`config.mk`:
```
export PLATFORM = sky130hd
export DESIGN_NAME = keypad_pin_interrupt
export DESIGN_NICKNAME = d
export VERILOG_FILES = /design/src/inc/keypad_pkg.sv /design/src/verilog/key_event_sticky.sv /design/src/verilog/key_pin_detect.sv /design/src/verilog/keypad_pin_interrupt.sv
export SDC_FILE = /design/constraint.sdc
export NUM_CORES = 1
export LEC_CHECK = 0
export BUFFER_PORTS_ARGS = -buffer_cell sky130_fd_sc_hd__buf_2
export CAP_MARGIN = 20
export CORE_ASPECT_RATIO = 0.75
export CORE_MARGIN = 2
export CORE_UTILIZATION = 53
export CTS_CLUSTER_SIZE = 10
export DETAILED_ROUTE_END_ITERATION = 8
export PLACE_DENSITY = 0.87
export SKIP_LAST_GASP = 1
export SYNTH_ARGS = -nofsm -noshare
export SYNTH_HDL_FRONTEND = slang
export SYNTH_SLANG_ARGS = --single-unit
```
`constraint.sdc`:
```
create_clock -name sys_clk -period 2.3 [get_ports sys_clk]
set_input_delay 0.345 -clock sys_clk [delete_from_list [all_inputs] [get_ports sys_clk]]
set_output_delay 0.345 -clock sys_clk [all_outputs]
set_load 0.05 [all_outputs]
```
`src/inc/keypad_pkg.sv`:
```
// keypad_pkg: register map, field positions, reset values and bus states
// for the pin wake interrupt block; assumes a 32-bit Avalon-MM register bus
package keypad_pkg;

   localparam int ADDR_W = 5;
   localparam int DATA_W = 32;
   localparam int REG_W = 8;
   localparam int PIN_MAX = 8;

   // byte addresses, one aligned word per register
   localparam logic [ADDR_W-1:0] OFS_STATUS_CONTROL = 5'h00;
   localparam logic [ADDR_W-1:0] OFS_PIN_ENABLE = 5'h04;
   localparam logic [ADDR_W-1:0] OFS_EDGE_SELECT = 5'h08;
   localparam logic [ADDR_W-1:0] OFS_EVENT_STATUS = 5'h0C;
   localparam logic [ADDR_W-1:0] OFS_EVENT_MASK = 5'h10;
   localparam logic [ADDR_W-1:0] OFS_PIN_LEVEL = 5'h14;

   // key_status_control fields
   localparam int DETECT_FLAG_BIT = 3;
   localparam int DETECT_ACK_BIT = 2;
   localparam int IRQ_REQUEST_ENABLE_BIT = 1;
   localparam int EDGE_LEVEL_SELECT_BIT = 0;

   // event status / mask fields
   localparam int EVT_W = 2;
   localparam int EVT_NEW_DETECT = 0;
   localparam int EVT_ACK_REFUSED = 1;

   localparam logic [REG_W-1:0] PIN_ENABLE_RESET = 8'h00;
   localparam logic [REG_W-1:0] EDGE_SELECT_RESET = 8'h00;
   localparam logic [EVT_W-1:0] EVENT_MASK_RESET = 2'h0;
   localparam logic [DATA_W-1:0] READ_ZERO = 32'h00000000;

   typedef enum {BUS_IDLE, BUS_ANSWER} bus_state_e;

endpackage

```
`src/verilog/key_event_sticky.sv`:
```
// key_event_sticky: sticky event bits, cleared by writing ones
// assumes set and clear strobes are one-cycle pulses on sys_clk
`timescale 1ns/1ps
`default_nettype none
module key_event_sticky
   import keypad_pkg::*;
#(
   parameter int WIDTH = EVT_W
)
(
   input wire logic sys_clk,
   input wire logic reset,
   input wire logic [WIDTH-1:0] set,
   input wire logic clear_stb,
   input wire logic [WIDTH-1:0] clear_bits,
   output logic [WIDTH-1:0] status
);

   logic [WIDTH-1:0] status_q;

   // a set in the clearing cycle wins, so no event is lost
   always_ff @(posedge sys_clk or posedge reset) begin
      if (reset) begin
         status_q <= '0;
      end else begin
         status_q <= set | (status_q & ~(clear_stb ? clear_bits : '0));
      end
   end

   assign status = status_q;

endmodule // key_event_sticky
`default_nettype wire

```
`src/verilog/key_pin_detect.sv`:
```
// key_pin_detect: one input pin's edge and level qualifier
// assumes the pin is synchronous to sys_clk
`timescale 1ns/1ps
`default_nettype none
module key_pin_detect
   import keypad_pkg::*;
(
   input wire logic sys_clk,
   input wire logic reset,
   input wire logic pin,
   input wire logic pin_enable_bit,
   input wire logic pin_polarity_bit,
   input wire logic level_mode,
   output logic detect
);

   logic active;
   logic active_q;

   // polarity 0: low is active; 1: high is active
   assign active = ~(pin ^ pin_polarity_bit);

   // starts as active so a pin held active through reset is no edge
   always_ff @(posedge sys_clk or posedge reset) begin
      if (reset) begin
         active_q <= 1'b1;
      end else begin
         active_q <= active;
      end
   end

   assign detect = pin_enable_bit & ((active & ~active_q) | (level_mode & active));

endmodule // key_pin_detect
`default_nettype wire

```
`src/verilog/keypad_pin_interrupt.sv`:
```
// keypad_pin_interrupt: pin wake interrupt block with Avalon-MM register slave
// assumes wake pins synchronous to sys_clk and a master that holds requests
// until it samples waitrequest low
`timescale 1ns/1ps
`default_nettype none
module keypad_pin_interrupt
   import keypad_pkg::*;
#(
   parameter int PIN_COUNT = PIN_MAX
)
(
   input wire logic sys_clk,
   input wire logic reset,
   input wire logic [ADDR_W-1:0] avs_address,
   input wire logic avs_read,
   input wire logic avs_write,
   input wire logic [DATA_W-1:0] avs_writedata,
   input wire logic [3:0] avs_byteenable,
   output logic [DATA_W-1:0] avs_readdata,
   output logic avs_waitrequest,
   input wire logic [PIN_COUNT-1:0] wake_input_pin,
   output logic pin_wake_interrupt,
   output logic irq
);

   if (PIN_COUNT < 1 || PIN_COUNT > REG_W) begin : g_pin_count_check
      $error("PIN_COUNT must lie between 1 and 8");
   end

   bus_state_e bus_state_q;
   logic waitrequest_q;
   logic [DATA_W-1:0] readdata_q;
   logic [DATA_W-1:0] readdata_d;

   logic irq_request_enable_q;
   logic edge_level_select_q;
   logic detect_flag_q;
   logic [PIN_COUNT-1:0] pin_enable_q;
   logic [PIN_COUNT-1:0] key_edge_select_q;
   logic [PIN_COUNT-1:0] pin_level_q;
   logic [EVT_W-1:0] event_mask_q;
   logic [EVT_W-1:0] event_status;
   logic [EVT_W-1:0] event_set;
   logic pin_wake_interrupt_q;
   logic irq_q;

   logic [PIN_COUNT-1:0] pin_detect;
   logic detect_any;
   logic request;
   logic write_stb;
   logic ack_stb;
   logic event_clear_stb;

   // ------------------------------------------------------------------
   // bus slave: one wait state on every access
   // ------------------------------------------------------------------
   assign request = avs_read | avs_write;

   // register is written only at the edge where waitrequest is seen low;
   // data lives in byte lane 0, so that lane must be enabled
   assign write_stb = (bus_state_q == BUS_ANSWER) & avs_write & avs_byteenable[0];

   always_ff @(posedge sys_clk or posedge reset) begin
      if (reset) begin
         bus_state_q <= BUS_IDLE;
         waitrequest_q <= 1'b1;
      end else begin
         unique case (bus_state_q)
            BUS_IDLE: begin
               if (request) begin
                  bus_state_q <= BUS_ANSWER;
                  waitrequest_q <= 1'b0;
               end
            end
            BUS_ANSWER: begin
               bus_state_q <= BUS_IDLE;
               waitrequest_q <= 1'b1;
            end
         endcase
      end
   end

   // unmapped offsets read zero, writes to them are dropped
   always_comb begin
      readdata_d = READ_ZERO;
      unique case (avs_address)
         OFS_STATUS_CONTROL: begin
            readdata_d[DETECT_FLAG_BIT] = detect_flag_q;
            readdata_d[DETECT_ACK_BIT] = 1'b0;
            readdata_d[IRQ_REQUEST_ENABLE_BIT] = irq_request_enable_q;
            readdata_d[EDGE_LEVEL_SELECT_BIT] = edge_level_select_q;
         end
         OFS_PIN_ENABLE: readdata_d[PIN_COUNT-1:0] = pin_enable_q;
         OFS_EDGE_SELECT: readdata_d[PIN_COUNT-1:0] = key_edge_select_q;
         OFS_EVENT_STATUS: readdata_d[EVT_W-1:0] = event_status;
         OFS_EVENT_MASK: readdata_d[EVT_W-1:0] = event_mask_q;
         OFS_PIN_LEVEL: readdata_d[PIN_COUNT-1:0] = pin_level_q;
         default: readdata_d = READ_ZERO;
      endcase
   end

   // read data captured as waitrequest drops and held through the answer
   always_ff @(posedge sys_clk or posedge reset) begin
      if (reset) begin
         readdata_q <= READ_ZERO;
      end else if (bus_state_q == BUS_IDLE && avs_read) begin
         readdata_q <= readdata_d;
      end
   end

   // ------------------------------------------------------------------
   // configuration registers
   // ------------------------------------------------------------------
   always_ff @(posedge sys_clk or posedge reset) begin
      if (reset) begin
         irq_request_enable_q <= 1'b0;
         edge_level_select_q <= 1'b0;
      end else if (write_stb && avs_address == OFS_STATUS_CONTROL) begin
         irq_request_enable_q <= avs_writedata[IRQ_REQUEST_ENABLE_BIT];
         edge_level_select_q <= avs_writedata[EDGE_LEVEL_SELECT_BIT];
      end
   end

   always_ff @(posedge sys_clk or posedge reset) begin
      if (reset) begin
         pin_enable_q <= PIN_ENABLE_RESET[PIN_COUNT-1:0];
      end else if (write_stb && avs_address == OFS_PIN_ENABLE) begin
         pin_enable_q <= avs_writedata[PIN_COUNT-1:0];
      end
   end

   always_ff @(posedge sys_clk or posedge reset) begin
      if (reset) begin
         key_edge_select_q <= EDGE_SELECT_RESET[PIN_COUNT-1:0];
      end else if (write_stb && avs_address == OFS_EDGE_SELECT) begin
         key_edge_select_q <= avs_writedata[PIN_COUNT-1:0];
      end
   end

   always_ff @(posedge sys_clk or posedge reset) begin
      if (reset) begin
         event_mask_q <= EVENT_MASK_RESET;
      end else if (write_stb && avs_address == OFS_EVENT_MASK) begin
         event_mask_q <= avs_writedata[EVT_W-1:0];
      end
   end

   // raw pin levels, handy for software polling
   always_ff @(posedge sys_clk or posedge reset) begin
      if (reset) begin
         pin_level_q <= '0;
      end else begin
         pin_level_q <= wake_input_pin;
      end
   end

   // ------------------------------------------------------------------
   // detection
   // ------------------------------------------------------------------
   for (genvar i = 0; i < PIN_COUNT; i++) begin : g_pin
      key_pin_detect u_detect (
         .sys_clk(sys_clk),
         .reset(reset),
         .pin(wake_input_pin[i]),
         .pin_enable_bit(pin_enable_q[i]),
         .pin_polarity_bit(key_edge_select_q[i]),
         .level_mode(edge_level_select_q),
         .detect(pin_detect[i])
      );
   end

   assign detect_any = |pin_detect;
   assign ack_stb = write_stb && avs_address == OFS_STATUS_CONTROL
                    && avs_writedata[DETECT_ACK_BIT];

   // set wins over acknowledge; a held level re-sets the flag at once
   always_ff @(posedge sys_clk or posedge reset) begin
      if (reset) begin
         detect_flag_q <= 1'b0;
      end else if (detect_any) begin
         detect_flag_q <= 1'b1;
      end else if (ack_stb) begin
         detect_flag_q <= 1'b0;
      end
   end

   // request follows the flag one cycle later
   always_ff @(posedge sys_clk or posedge reset) begin
      if (reset) begin
         pin_wake_interrupt_q <= 1'b0;
      end else begin
         pin_wake_interrupt_q <= detect_flag_q & irq_request_enable_q;
      end
   end

   // ------------------------------------------------------------------
   // event status, mask and interrupt line
   // ------------------------------------------------------------------
   assign event_set[EVT_NEW_DETECT] = detect_any & ~detect_flag_q;
   assign event_set[EVT_ACK_REFUSED] = ack_stb & detect_any;
   assign event_clear_stb = write_stb && avs_address == OFS_EVENT_STATUS;

   key_event_sticky #(.WIDTH(EVT_W)) u_events (
      .sys_clk(sys_clk),
      .reset(reset),
      .set(event_set),
      .clear_stb(event_clear_stb),
      .clear_bits(avs_writedata[EVT_W-1:0]),
      .status(event_status)
   );

   always_ff @(posedge sys_clk or posedge reset) begin
      if (reset) begin
         irq_q <= 1'b0;
      end else begin
         irq_q <= |(event_status & event_mask_q);
      end
   end

   assign avs_readdata = readdata_q;
   assign avs_waitrequest = waitrequest_q;
   assign pin_wake_interrupt = pin_wake_interrupt_q;
   assign irq = irq_q;
endmodule // keypad_pin_interrupt
`default_nettype wire
```
* Word-level counts from Yosys, hierarchy flattened *
Cells that the tools add are included.

word-level totals
  flip-flop bits (word level) = 82

cells by class
  eq/ne operators = 8
  mux-type cells = 10
  bitwise gates (word level) = 67
  reductions and logical operators = 13

operators by type and width
  operator                                                          count
  32-bit zero test                                                  2
  32-bit one-hot mux with 2 select lines                            1
  32-bit by 1-bit == test with 1-bit output, second input constant  1
  32-bit by 2-bit == test with 1-bit output, second input constant  1
  32-bit two-way mux                                                1
  1-bit AND                                                         29
  1-bit inverter                                                    17
  2-bit one-hot mux with 6 select lines                             1
  4-bit one-hot mux with 3 select lines                             1
  5-bit by 4-bit == test with 1-bit output, second input constant   2
  5-bit == test, second input constant                              2
  1-bit bitwise OR                                                  9
  2-bit one-hot mux with 4 select lines                             1
  8-bit OR reduction                                                1
  1-bit bitwise XOR                                                 8
  1-bit logical AND                                                 7
  5-bit by 3-bit == test with 1-bit output, second input constant   1
  5-bit zero test                                                   1
  2-bit AND                                                         2
  1-bit two-way mux                                                 3
  2-bit two-way mux                                                 1
  2-bit != test, second input constant                              1
  2-bit inverter                                                    1
  2-bit bitwise OR                                                  1
  3 further kinds                                                   3

* Depth between registers and ports, before layout *
  depth after elaboration = 8
  gate-level depth with buffers = 6
  depth with buffers taken out = 5

* Cells and area by module *
A second synthesis with hierarchy kept.

unflattened totals
  cells, all modules = 211
  area, all modules = 2468.6 um^2

modules (own cells, without submodules)
  module                times used  cells an instance  area an instance (um^2)
  keypad_pin_interrupt  1           164                1981.9
  key_pin_detect        8           5                  51.3
  key_event_sticky      1           7                  76.3

* Worst setup path after synthesis *
OpenSTA, ideal clock, no wires.

  path kind = input to register
  start point = in avs_address[4]
  end point = reg key_edge_select_q[0]
  library setup time = 0.125 ns
  arrival time = 1.619 ns
  path slack = 0.556 ns
  cell stages on the path = 6
  path buffers = 2
  cell sequence = or3_1 buf_2 nor3b_4 nand2b_1 buf_6 mux2_4

on the way
  longest elaborated chain between the ends = 2

RTL lines
  item                                      RTL line                     RTL
  start: declaration                        keypad_pin_interrupt.sv:14   input wire logic [ADDR_W-1:0] avs_address,
  5-bit by 4-bit == test with 1-bit output  keypad_pin_interrupt.sv:135  end else if (write_stb && avs_address == OFS_EDGE_SELECT) begin
  1-bit logical AND                         keypad_pin_interrupt.sv:135
  end signal: assignment                    keypad_pin_interrupt.sv:134  key_edge_select_q <= EDGE_SELECT_RESET[PIN_COUNT-1:0];
  end signal: assignment                    keypad_pin_interrupt.sv:136  key_edge_select_q <= avs_writedata[PIN_COUNT-1:0];
  end: declaration                          keypad_pin_interrupt.sv:39   logic [PIN_COUNT-1:0] key_edge_select_q;

No other way between the ends.
A chain may end at the register's enable or synchronous reset.

* Final worst setup path *
  start point = reg bus_state_q[0]
  end point = reg irq_request_enable_q

on the way
  longest elaborated chain between the ends = 4

RTL lines
  item                                       RTL line                     RTL
  start: declaration                         keypad_pin_interrupt.sv:30   bus_state_e bus_state_q;
  start signal: assignment                   keypad_pin_interrupt.sv:65   bus_state_q <= BUS_IDLE;
  start signal: assignment                   keypad_pin_interrupt.sv:71   bus_state_q <= BUS_ANSWER;
  start signal: assignment                   keypad_pin_interrupt.sv:76   bus_state_q <= BUS_IDLE;
  32-bit by 2-bit == test with 1-bit output  keypad_pin_interrupt.sv:61   assign write_stb = (bus_state_q == BUS_ANSWER) & avs_write & avs_byteenable[0];
  1-bit AND (2 in a row)                     keypad_pin_interrupt.sv:61
  1-bit logical AND                          keypad_pin_interrupt.sv:118  end else if (write_stb && avs_address == OFS_STATUS_CONTROL) begin
  end signal: assignment                     keypad_pin_interrupt.sv:119  irq_request_enable_q <= avs_writedata[IRQ_REQUEST_ENABLE_BIT];
  end: declaration                           keypad_pin_interrupt.sv:35   logic irq_request_enable_q;

No other way between the ends.

==> metrics.cfg <==
[run_status]
status = finished clean

[sta]
tightest_slew_ps = 593
whs_ps = 72.7
rsz0062_at_grt = false
period_needed_ps = 1700
final.setup.tns_ps = 0
fmax_mhz = 587
maxSlewViolCount = 0
setup_violations = 0
period_share = 0.740
relSlewSlack = 0.601
hold_viol_final = 0
skew_ps = 10.8

[worst_setup_path]
crit_arrival_ps = 1890
crit_fanout = 5
crit_path_max_incr_delay_ps = 570
crit_type = reg -> reg
cp-end-kind = flip-flop
slowest_stage = nor4_1
cp.required_ps = 2490
crit_chain = nand3_1, nor4_1, mux2_2
critPathLaunchType = flip-flop

[placement]
dpl_cell_area_mm2 = 0.00258
port_buffers = 36
place_congestion = 0.858
dpl.hpwl_mm = 3.30

[global_routing]
grt_pass1_vias = 1538
grt_max_degree = 28
grtUsageTotal = 0.191
overflow = 0
grt_pass1_wl_mm = 7.29
antenna_found_initial = 0

[floorplan]
die_y_um = 62.4
num_io_pins = 88
die_w_um = 81.8
core_mm2 = 0.00441
die_area_mm2 = 0.00511
rows = 21
start_util = 0.546

[cts]
hold_buffers = 0
clkSinkCount = 51
cts_tree = done
cts_buffer_depth = 2
cts_made_buffers = 5
cts.htree.levels = 2
insertion_delay_ps = 300
path_clk_slew_ps = 90
post-cts-setup-buffers = 0
clock-root-buffer = clkbuf_8
post_cts_resized = 0

[drt]
wirelength_mm = 4.31
wl_per_cell_um = 14.3
first_pass_iters = 4
vias_per_cell = 5.11
drc = 0
postRouteAntennaNets = 0
vias = 1544
first_iter_violations = 97

[job]
cap_viol_max_count = 0

[logic_synthesis]
yosys_warnings = 0
syn_inst = 204
avgSynthCellArea_um2 = 11.8
synth_ff_type = dfrtp_1
ys_seq_area_frac = 0.535
yosysUniqueCellTypes = 32
synth-seq-cells = 51
synth_edf_count = 0
async_flop_share = 1.00
synth_area_mm2 = 0.00241

[final_layout]
num-fill-cells = 377
num_antenna_cells = 0
final_common_cell = dfrtp_1
nNetsFinal = 297
multi_input_area_um2 = 986
final_cell_area_mm2 = 0.00267
layout_common_cells = dfrtp_1, buf_2, conb_1, mux2_2, nand2_1
syn2layout_area_growth_pct = 10.7
layout-drive-gt1-share = 0.351
seqCellArea_mm2 = 0.00129

[power]
power_density_mw_per_mm2 = 712
vdd.ir_drop.worst_v = 0.000319
power.leakage_nw = 1.31

[hold_path]
hp-class = in -> async

cell families after synthesis:
logic type / Yosys count / synth area share
AND/OR/NAND/NOR: 58 / 0.129
flip-flops: 51 / 0.535
buffers and inverters: 32 / 0.0919
multiplexers: 31 / 0.154
AO/OA/AOI/OAI: 23 / 0.0597
XOR/XNOR: 8 / 0.0291
other: 1 / 0.00156
per-layer routing:
metal	track usage	wire length (um)
met1	0.289	2100
met2	0.263	1860
met3	0.0549	280
met4	0.0625	72
met5	0	0
worst paths after layout:
check	startpoint	end	slack (ps)	cells after the start
max	bus_state_q[0]	irq_request_enable_q	600	3
max in group asynchronous	reset	avs_waitrequest	1640	3
min in group sys_clk	wake_input_pin[4]	pin_level_q[4]	160	1
max reg2reg	bus_state_q[0]	irq_request_enable_q	600	3
min	reset	event_mask_q[0]	70	2
min reg2reg	avs_readdata[5]	avs_readdata[5]	480	2
cells in the mapped netlist, drive strengths merged (2+ instances only):
| master | count | area share |
|---|---|---|
| dfrtp | 42 | 0.44 |
| mux2i | 7 | 0.029 |
| a22o | 3 | 0.011 |
| nand2 | 15 | 0.023 |
| mux2 | 24 | 0.12 |
| dfstp | 9 | 0.098 |
| nand3 | 9 | 0.019 |
| nand2b | 10 | 0.026 |
| xnor2 | 8 | 0.029 |
| o2bb2ai | 2 | 0.0073 |
| a22oi | 2 | 0.0062 |
| a21oi | 7 | 0.015 |
| nand4 | 2 | 0.0052 |
| buf | 28 | 0.086 |
| clkbuf | 3 | 0.0047 |
| nor3 | 3 | 0.013 |
| o21ai | 8 | 0.017 |
| nor2 | 13 | 0.020 |
power by group:
| part | total (mW) | internal, mW | switching (mW) |
|---|---|---|---|
| logic | 0.351 | 0.118 | 0.233 |
| registers | 1.04 | 0.989 | 0.0509 |
| clock network | 0.507 | 0.214 | 0.292 |
flip-flops by register name, summed over array words and instances, names as in the netlist:
name	cells
edge_level_select_q	1
bus_state_q	1
irq_request_enable_q	1
pin_level_q	8
u_events.status	2
key_edge_select_q	8
event_mask_q	2
g_pin.u_detect.active_q	8
avs_readdata	8
pin_enable_q	8
irq	1
detect_flag_q	1
pin_wake_interrupt	1
avs_waitrequest	1
area by class of cell:
class / instances / area share
Sequential cell: 51 / 0.483
Multi-Input combinational cell: 144 / 0.370
Timing Repair Buffer: 41 / 0.0863
Tap cell: 57 / 0.0267
Clock buffer: 5 / 0.0258
Clock inverter: 3 / 0.00704
Inverter: 1 / 0.00141
stage by stage:
| stage | total power [mW] | setup WS, ps | utilization | instances |
|---|---|---|---|---|
| finish | 1.90 | 597 | 0.604 | 302 |
| floorplan | 1.35 | 556 | - | 227 |
| global route | 1.99 | 404 | 0.604 | 302 |
| detailed placement | 1.41 | 384 | 0.584 | 294 |
| CTS | 1.92 | 607 | 0.604 | 302 |
| global placement | 1.40 | 362 | 0.584 | 294 |
worst max-delay path: cells and delay by family (launching register included):
| family | cells | cell delay (ps) |
|---|---|---|
| mux | 1 | 400 |
| flops | 1 | 390 |
| simple gates | 2 | 810 |
(Power assumes the default switching activity.)
